<file path="src/inc/trace_trigger_pkg.sv">
// trace trigger package: modes, register offsets, field layout, reset values
// assumes a plain strobe register port with 8-bit byte addressing
package trace_trigger_pkg;

  // trigger modes
  typedef enum logic [2:0] {
    free_run_mode        = 3'b000,
    marked_address_mode  = 3'b001,
    no_capture_mode      = 3'b010,
    start_stop_window    = 3'b011,
    capture_after_match  = 3'b100,
    capture_before_match = 3'b101
  } trig_mode_e;

  // window states
  typedef enum logic [1:0] {
    win_idle    = 2'b00,
    win_active  = 2'b01,
    win_done    = 2'b10
  } win_state_e;

  localparam int ADDR_W  = 15;
  localparam int PTR_W   = 12;
  localparam int DATA_W  = 32;
  localparam int RADDR_W = 8;

  // register offsets (byte addresses)
  localparam logic [RADDR_W-1:0] OFS_CTRL    = 8'h00;
  localparam logic [RADDR_W-1:0] OFS_START   = 8'h04;
  localparam logic [RADDR_W-1:0] OFS_STOP    = 8'h08;
  localparam logic [RADDR_W-1:0] OFS_MATCH   = 8'h0C;
  localparam logic [RADDR_W-1:0] OFS_STATUS  = 8'h10;
  localparam logic [RADDR_W-1:0] OFS_PTR     = 8'h14;

  // ctrl fields: written by set_trigger_cmd; a data break in capture modes resets mode to free run
  localparam int CTRL_MODE_LSB   = 0;   // [2:0] mode
  localparam int CTRL_START_KEEP = 4;   // keep previous start address
  localparam int CTRL_STOP_KEEP  = 5;   // keep previous stop address
  localparam int CTRL_START_RUN  = 6;   // start when run command begins
  localparam int CTRL_STOP_NONE  = 7;   // no stop address; trace until the run ends
  localparam int CTRL_SRC_RAM    = 8;   // match source is ram, else probe pins
  // start/stop registers: [14:0] low, [30:16] high
  localparam int RANGE_HI_LSB    = 16;
  // match register: [7:0] compare, [15:8] mask, [27:16] ram address
  localparam int MATCH_MASK_LSB  = 8;
  localparam int MATCH_RAM_LSB   = 16;
  localparam int RAM_ADDR_W      = 12;

  localparam logic [7:0] RAM_MASK_LIMIT = 8'h0F;
  localparam logic [7:0] PRB_MASK_LIMIT = 8'hFF;

  localparam logic [ADDR_W-1:0] RST_ADDR = 15'h0000;
  localparam logic [PTR_W-1:0]  RST_PTR  = 12'h000;

endpackage

</file>
<file path="src/core/range_hit.sv">
// address range comparator, inclusive on both ends
// assumes lo <= hi; a single address is lo == hi
module range_hit
  import trace_trigger_pkg::*;
(
  input  wire logic [ADDR_W-1:0] addr,  // executed address
  input  wire logic [ADDR_W-1:0] lo,    // range low bound
  input  wire logic [ADDR_W-1:0] hi,    // range high bound
  output logic                   hit    // address within range
);

  // inclusive compare
  assign hit = (addr >= lo) && (addr <= hi);

endmodule

</file>
<file path="src/core/trace_trigger_control.sv">
// trace trigger control: decides which executed instructions go to trace memory
// assumes one exec_valid pulse per executed instruction, with the first byte address
//
// Chosen here: the strobed register port and the address map.
module trace_trigger_control
  import trace_trigger_pkg::*;
(
  input  wire logic               core_clk,     // 40 MHz emulator clock
  input  wire logic               srst,         // synchronous reset, high
  input  wire logic [RADDR_W-1:0] reg_addr,     // register byte address
  input  wire logic [DATA_W-1:0]  reg_wdata,    // register write data
  input  wire logic               reg_wr,       // write strobe
  input  wire logic               reg_rd,       // read strobe
  output logic [DATA_W-1:0]       reg_rdata,    // read data, cycle after strobe
  input  wire logic               run_start,    // run command begins, pulse
  input  wire logic               run_halt,     // emulation halted, pulse
  input  wire logic               break_data,   // break condition is data match
  input  wire logic               exec_valid,   // instruction executed, pulse
  input  wire logic [ADDR_W-1:0]  exec_addr,    // first byte address
  input  wire logic               exec_break,   // this instruction is the break
  input  wire logic               trace_bit,    // enable bit at first byte
  input  wire logic [7:0]         probe_pins,   // probe pin data
  input  wire logic [3:0]         ram_data,     // data ram read value
  output logic [RAM_ADDR_W-1:0]   ram_addr,     // ram location to watch
  output logic                    trace_we,     // write entry, pulse
  output logic [PTR_W-1:0]        trace_ptr     // trace memory pointer
);

  ///////////////////////////////////////////////////////////////////////////
  // trigger registers

  trig_mode_e             mode_ff;
  logic [ADDR_W-1:0]      start_lo_ff, start_hi_ff, stop_lo_ff, stop_hi_ff;
  logic                   start_run_ff, stop_none_ff, src_ram_ff;
  logic [7:0]             cmp_ff, mask_ff;
  logic [RAM_ADDR_W-1:0]  ram_addr_ff;
  logic                   fallback_ff;
  win_state_e             win_ff;
  logic                   we_ff;
  logic [PTR_W-1:0]       ptr_ff;
  logic [DATA_W-1:0]      rdata_ff;

  logic                   wr_ctrl;
  logic [7:0]             mask_eff, src_val;
  logic                   data_hit, start_hit, stop_hit;
  logic                   rec;
  win_state_e             nxt_win;

  assign wr_ctrl = reg_wr && (reg_addr == OFS_CTRL);

  // mode register, set_trigger_cmd
  // reset to free run
  always_ff @(posedge core_clk) begin
    if (srst) begin
      mode_ff      <= free_run_mode;
      start_run_ff <= 1'b0;
      stop_none_ff <= 1'b0;
      src_ram_ff   <= 1'b0;
    end else if (wr_ctrl) begin
      mode_ff      <= trig_mode_e'(reg_wdata[CTRL_MODE_LSB +: 3]);
      start_run_ff <= reg_wdata[CTRL_START_RUN];
      stop_none_ff <= reg_wdata[CTRL_STOP_NONE];
      src_ram_ff   <= reg_wdata[CTRL_SRC_RAM];
    end else if (break_data &&
                 (mode_ff == capture_after_match || mode_ff == capture_before_match)) begin
      mode_ff <= free_run_mode;
    end
  end

  // fallback flag, cleared only by a new trigger
  // hold free run
  always_ff @(posedge core_clk) begin
    if (srst) begin
      fallback_ff <= 1'b0;
    end else if (break_data &&
                 (mode_ff == capture_after_match || mode_ff == capture_before_match)) begin
      fallback_ff <= 1'b1;
    end else if (wr_ctrl) begin
      fallback_ff <= 1'b0;
    end
  end

  // window addresses; change only on writes to OFS_START/OFS_STOP, keep bits not decoded
  // keep previous address
  always_ff @(posedge core_clk) begin
    if (srst) begin
      start_lo_ff <= RST_ADDR;
      start_hi_ff <= RST_ADDR;
      stop_lo_ff  <= RST_ADDR;
      stop_hi_ff  <= RST_ADDR;
    end else if (reg_wr) begin
      if (reg_addr == OFS_START) begin
        start_lo_ff <= reg_wdata[ADDR_W-1:0];
        start_hi_ff <= reg_wdata[RANGE_HI_LSB +: ADDR_W];
      end else if (reg_addr == OFS_STOP) begin
        stop_lo_ff <= reg_wdata[ADDR_W-1:0];
        stop_hi_ff <= reg_wdata[RANGE_HI_LSB +: ADDR_W];
      end
    end
  end

  // match compare, mask and ram location
  // mask width by source
  always_ff @(posedge core_clk) begin
    if (srst) begin
      cmp_ff      <= 8'h00;
      mask_ff     <= PRB_MASK_LIMIT;
      ram_addr_ff <= 12'h000;
    end else if (reg_wr && (reg_addr == OFS_MATCH)) begin
      cmp_ff      <= reg_wdata[7:0];
      mask_ff     <= reg_wdata[MATCH_MASK_LSB +: 8];
      ram_addr_ff <= reg_wdata[MATCH_RAM_LSB +: RAM_ADDR_W];
    end
  end

  ///////////////////////////////////////////////////////////////////////////
  // match and address compare

  assign src_val  = src_ram_ff ? {4'h0, ram_data} : probe_pins;
  // ram source uses low 4 mask bits only
  assign mask_eff = src_ram_ff ? (mask_ff & RAM_MASK_LIMIT) : mask_ff;
  assign data_hit = ((src_val ^ cmp_ff) & mask_eff) == 8'h00;

  range_hit u_start (
    .addr (exec_addr),
    .lo   (start_lo_ff),
    .hi   (start_hi_ff),
    .hit  (start_hit)
  );

  range_hit u_stop (
    .addr (exec_addr),
    .lo   (stop_lo_ff),
    .hi   (stop_hi_ff),
    .hit  (stop_hit)
  );

  ///////////////////////////////////////////////////////////////////////////
  // window and match tracking

  // next window state, evaluated per instruction
  // once per instruction
  always_comb begin
    nxt_win = win_ff;
    case (mode_ff)
      start_stop_window: begin
        if (run_start) begin
          nxt_win = start_run_ff ? win_active : win_idle;
        end else if (exec_valid) begin
          if (win_ff == win_idle && start_hit) begin
            nxt_win = win_active;
          end else if (win_ff == win_active && stop_hit && !stop_none_ff) begin
            nxt_win = win_done;
          end
        end
      end
      capture_after_match: begin
        if (run_start) begin
          nxt_win = win_idle;
        end else if (exec_valid && win_ff == win_idle && data_hit) begin
          nxt_win = win_active;
        end
      end
      capture_before_match: begin
        if (run_start) begin
          nxt_win = win_active;
        end else if (exec_valid && win_ff == win_active && data_hit) begin
          nxt_win = win_done;
        end
      end
      default: begin
        nxt_win = win_idle;
      end
    endcase
  end

  // window state register
  always_ff @(posedge core_clk) begin
    if (srst || wr_ctrl) begin
      win_ff <= win_idle;
    end else begin
      win_ff <= nxt_win;
    end
  end

  // record decision for this instruction
  always_comb begin
    rec = 1'b0;
    case (mode_ff)
      free_run_mode:        rec = 1'b1;
      marked_address_mode:  rec = trace_bit;
      no_capture_mode:      rec = 1'b0;
      // stop instruction excluded; break traced when no stop
      start_stop_window:    rec = (nxt_win == win_active) &&
                                  (stop_none_ff || !exec_break || !stop_hit);
      capture_after_match:  rec = (nxt_win == win_active);
      capture_before_match: rec = (win_ff == win_active) && (nxt_win == win_active);
      default:              rec = 1'b0;
    endcase
  end

  ///////////////////////////////////////////////////////////////////////////
  // trace write and pointer

  always_ff @(posedge core_clk) begin
    if (srst) begin
      we_ff  <= 1'b0;
      ptr_ff <= RST_PTR;
    end else begin
      we_ff <= exec_valid && rec && !run_halt;
      if (exec_valid && rec && !run_halt) begin
        ptr_ff <= ptr_ff + 12'h001;
      end
    end
  end

  // ram watch address follows match register
  logic [RAM_ADDR_W-1:0] ram_addr_q_ff;
  always_ff @(posedge core_clk) begin
    if (srst) begin
      ram_addr_q_ff <= 12'h000;
    end else begin
      ram_addr_q_ff <= ram_addr_ff;
    end
  end

  ///////////////////////////////////////////////////////////////////////////
  // read back, show_trigger_cmd

  always_ff @(posedge core_clk) begin
    if (srst) begin
      rdata_ff <= 32'h00000000;
    end else if (reg_rd) begin
      if (reg_addr == OFS_CTRL) begin
        rdata_ff <= {23'h000000, src_ram_ff, stop_none_ff, start_run_ff, 2'b00,
                     1'b0, mode_ff};
      end else if (reg_addr == OFS_START) begin
        rdata_ff <= {1'b0, start_hi_ff, 1'b0, start_lo_ff};
      end else if (reg_addr == OFS_STOP) begin
        rdata_ff <= {1'b0, stop_hi_ff, 1'b0, stop_lo_ff};
      end else if (reg_addr == OFS_MATCH) begin
        rdata_ff <= {4'h0, ram_addr_ff, mask_ff, cmp_ff};
      end else if (reg_addr == OFS_STATUS) begin
        rdata_ff <= {28'h0000000, fallback_ff, 1'b0, win_ff};
      end else if (reg_addr == OFS_PTR) begin
        rdata_ff <= {20'h00000, ptr_ff};
      end else begin
        rdata_ff <= 32'h00000000;
      end
    end else begin
      rdata_ff <= 32'h00000000;
    end
  end

  assign reg_rdata = rdata_ff;
  assign trace_we  = we_ff;
  assign trace_ptr = ptr_ff;
  assign ram_addr  = ram_addr_q_ff;

endmodule

</file>
<file path="config.mk">
export PLATFORM = sky130hd
export DESIGN_NAME = trace_trigger_control
export DESIGN_NICKNAME = d
export VERILOG_FILES = /design/src/inc/trace_trigger_pkg.sv /design/src/core/range_hit.sv /design/src/core/trace_trigger_control.sv
export SDC_FILE = /design/constraint.sdc
export NUM_CORES = 1
export LEC_CHECK = 0
export ABC_CLOCK_PERIOD_IN_PS = 3250
export BUFFER_PORTS_ARGS = -buffer_cell sky130_fd_sc_hd__buf_2
export CELL_PAD_IN_SITES_DETAIL_PLACEMENT = 2
export CELL_PAD_IN_SITES_GLOBAL_PLACEMENT = 2
export CORE_MARGIN = 5
export CORE_UTILIZATION = 33
export DETAILED_ROUTE_END_ITERATION = 16
export PLACE_DENSITY = 0.8
export SYNTH_ARGS = -nofsm -noshare
export SYNTH_HDL_FRONTEND = slang
export SYNTH_SLANG_ARGS = --single-unit
export TNS_END_PERCENT = 1
</file>
<file path="constraint.sdc">
create_clock -name core_clk -period 3.25 [get_ports core_clk]
set_input_delay 0 -clock core_clk [delete_from_list [all_inputs] [get_ports core_clk]]
set_output_delay 0 -clock core_clk [all_outputs]
set_load 0.02 [all_outputs]
</file>
==> metrics.cfg <==
[critical_path]
reg2reg_to=trace_ptr[8]
rr_worst_depth=14
r2r-start=start_hi_ff[8]
critPathMaxFanout=8
endpoint_kind=flip-flop
cp-start-kind=flip-flop
slowest_stage=or3_4
rrSetupSlack_ps=180
crit_path_max_incr_delay_ps=380
path_common_cell=buf_4
crit_required_ps=3550
critical_path_class=reg2reg
path_cells=inv_1, ha_1, nand4_1, or3_4, o31ai_2, nand3_1, a211oi_2, buf_4, nor4b_4, buf_4, nor4_4, buf_4, a41o_1, a21oi_2
crit_arrival_ps=3370

[place]
buffer_ports.inserted=131
dp_cells=1402
dp_hpwl_um=23160
gp_congestion=0.8338

[clocking]
cts_buffer_depth=2
clock-sinks=153
cts_tree=yes
cts-root-buf=clkbuf_16
cts.htree.levels=4
cts_buffers=17
insertion_delay_ps=440
clk_pin_slew_worst_paths_ps=70

[sta]
slew_headroom=0.4384
min_period_ps=3074
setup_viol=0
setup_tns_ps=0
skew_ps=9.173
slew_viol_final=0
finalHoldViolCount=0
worst_slew_pin_slew_ps=842.4
period_share=0.9460
fmax_ghz=0.3253

[floorplan]
die_y_um=163.5
die_w_um=163.5
rows=56
ioPinCount=134
initial_utilization=0.3331
die_area_mm2=0.02672
core-area_mm2=0.02333

[flow_run]
maxCapViolCount=0

[power_and_ir_drop]
p_leak_nw=3.722
p_total_mw=4.310
power_density_mw_per_mm2=442.0
max-vdd-ir-drop_mv=0.3031

[synthesis]
synth_seq_cells=153
yosys_warnings=0
syn_inst=986
syn-num-nets=1124
ys_seq_area_frac=0.3941
post_synth_num_cell_types=62
syn_area_mm2=0.007772
synth_top_area_frac=0.3941
synth_top_area_cell=dfxtp_1
async_flop_share=0
avgSynthCellArea_um2=7.883
ys.flop_type=dfxtp_1
synth_edf_count=0
synth_area_leaders=dfxtp_1 39%, nand2_1 11%, ha_1 9.8%

[drt]
vias=8027
routedWlPerCell_um=23.49
post-route-drc-count=0
dr.pass1.iters=5
ant_nets=0
routed_wl_um=34520
via_per_inst=5.461
drtIter0Drc=377

[cells_and_area]
regArea_mm2=0.003063
multi_input_area_mm2=0.004275
syn2layout_area_growth_pct=25.48
drive_gt1_frac=0.1781
diodes=0
final_cells=1470
nFillCells=2661
nets=1276

[global_route]
grt_first_pass_wirelength_um=52580
grt_usage=0.2599
antenna_found_initial=0
grt_max_degree=73
grt_pass1_vias=8854
grt_overflow=0

[worst_hold_path]
hold_depth=3
whs_endpoint=reg_rdata[2]
hp-class=in2reg
min_from=reg_rd

[outcome]
outcome=finished clean

==> worst max path at each step <==
stage / end / startpoint / slack [ps]
floorplan: trace_ptr[8] / stop_hi_ff[13] / 560
global placement: trace_ptr[8] / start_hi_ff[8] / 150
detailed placement: trace_ptr[10] / start_hi_ff[8] / 60
CTS: trace_ptr[8] / start_hi_ff[8] / 10
global route: trace_ptr[8] / start_hi_ff[9] / -7
finish: trace_ptr[8] / start_hi_ff[8] / 180
==> power by group <==
part	internal (mW)	total (mW)	leakage, nW	switching, mW
Combinational	0.137	0.358	2.22	0.221
Sequential	1.88	1.88	1.23	0.00622
Clock	1.15	2.07	0.272	0.919
Total	3.16	4.31	3.72	1.15
==> final cells by class <==
class,instances,area share
clock buffer,18,0.04400
clock inverter,14,0.01655
inverter,67,0.02579
multi-input combinational,711,0.4384
sequential,153,0.3140
tap,319,0.04092
timing repair buffer,188,0.1203
==> logic make-up after synthesis <==
logic type / count (synthesis) / share of synthesized area
compound gates: 236 / 0.1912
xor+xnor: 10 / 0.01127
fa+ha+maj: 61 / 0.09820
buf+inv: 122 / 0.06037
flops: 153 / 0.3941
mux: 12 / 0.01562
other cells: 1 / 0.0004825
simple gates: 391 / 0.2288
==> cell usage in the layout (no fill, tap or decap), drive strengths merged, types with 3 or more instances in the layout <==
| cell type | synthesis | final |
|---|---|---|
| a211oi | 7 | 7 |
| a21o | 7 | 7 |
| a21oi | 119 | 119 |
| a221oi | 5 | 5 |
| a222oi | 5 | 5 |
| a22o | 9 | 9 |
| a22oi | 24 | 24 |
| a31o | 6 | 6 |
| and2 | 4 | 4 |
| and3 | 7 | 7 |
| and4 | 4 | 4 |
| buf | 2 | 153 |
| clkbuf | 53 | 18 |
| clkinvlp | 0 | 5 |
| dfxtp | 153 | 153 |
| dlygate4sd3 | 0 | 35 |
| ha | 61 | 61 |
| inv | 67 | 73 |
| mux2i | 11 | 11 |
| nand2 | 233 | 233 |
| nand2b | 8 | 8 |
| nand3 | 16 | 16 |
| nand3b | 11 | 11 |
| nand4 | 8 | 8 |
| nor2 | 53 | 53 |
| nor2b | 20 | 20 |
| nor3 | 11 | 11 |
| nor4 | 7 | 7 |
| o21a | 3 | 3 |
| o21ai | 31 | 31 |
| o31a | 3 | 3 |
| or3 | 3 | 3 |
| xnor2 | 6 | 6 |
| xor2 | 4 | 4 |
==> synthesized netlist by cell type (5+ instances only) <==
cell	number
mux2i_1	11
a21o_1	6
dfxtp_1	153
ha_1	61
a31o_1	6
a222oi_1	5
nor2b_1	20
xnor2_1	6
nand2_1	233
nand2b_1	8
nand3_1	16
and3_1	7
nand3b_1	11
clkbuf_1	53
o21ai_0	30
nor2_1	53
a22o_1	9
inv_1	67
nand4_1	8
a211oi_1	6
nor3_1	10
a21oi_1	118
a22oi_1	24
==> stage by stage <==
step / hold WS [ps] / utilization / instance area, µm² / setup WS, ps
3_3_place_gp: 224.5 / 0.3761 / 8776 / 151.3
5_1_grt: 59.98 / 0.4180 / 9753 / -6.959
6_report: 33.56 / 0.4180 / 9753 / 175.6
2_1_floorplan: 121.0 / - / 7772 / 556.7
4_1_cts: 15.81 / 0.4167 / 9723 / 13.53
3_5_place_dp: 226.8 / 0.3761 / 8776 / 55.00
==> state kept, by name, summed over array words and instances (netlist names) <==
name          cells
start_hi_ff      15
stop_none_ff      1
cmp_ff            8
reg_rdata        31
stop_lo_ff       15
mask_ff           8
stop_hi_ff       15
start_lo_ff      15
start_run_ff      1
mode_ff           3
trace_we          1
src_ram_ff        1
ram_addr         12
win_ff            2
trace_ptr        12
ram_addr_ff      12
fallback_ff       1
==> per-layer routing <==
layer / GRT usage / wire length (µm) / vias to the layer above
met2: 0.4453 / 16720 / 219
met3: 0.04946 / 1478 / 62
met1: 0.3205 / 15060 / 4078
met5: 0 / 0 / -
li1: - / - / 3668
met4: 0.1071 / 1266 / 0
==> timing repair <==
item | CTS | global route
setup buffers | 0 | 1
hold buffers | 35 | 0
pin swaps | 0 | 4
gates resized for setup | 1 | 7
endpoints found under the setup margin | 1 | 9
endpoints found under the hold margin | 98 | 0
==> worst max-delay path, delay by kind of cell, from the launching register on <==
family | cells | cell delay, ps
AO/OA/AOI/OAI | 4 | 680
AND/OR/NAND/NOR | 5 | 980
adder cells (fa/ha/maj) | 1 | 310
buffers and inverters | 4 | 600
flip-flops | 1 | 340
Note: power is estimated with default switching activity, not from simulation.
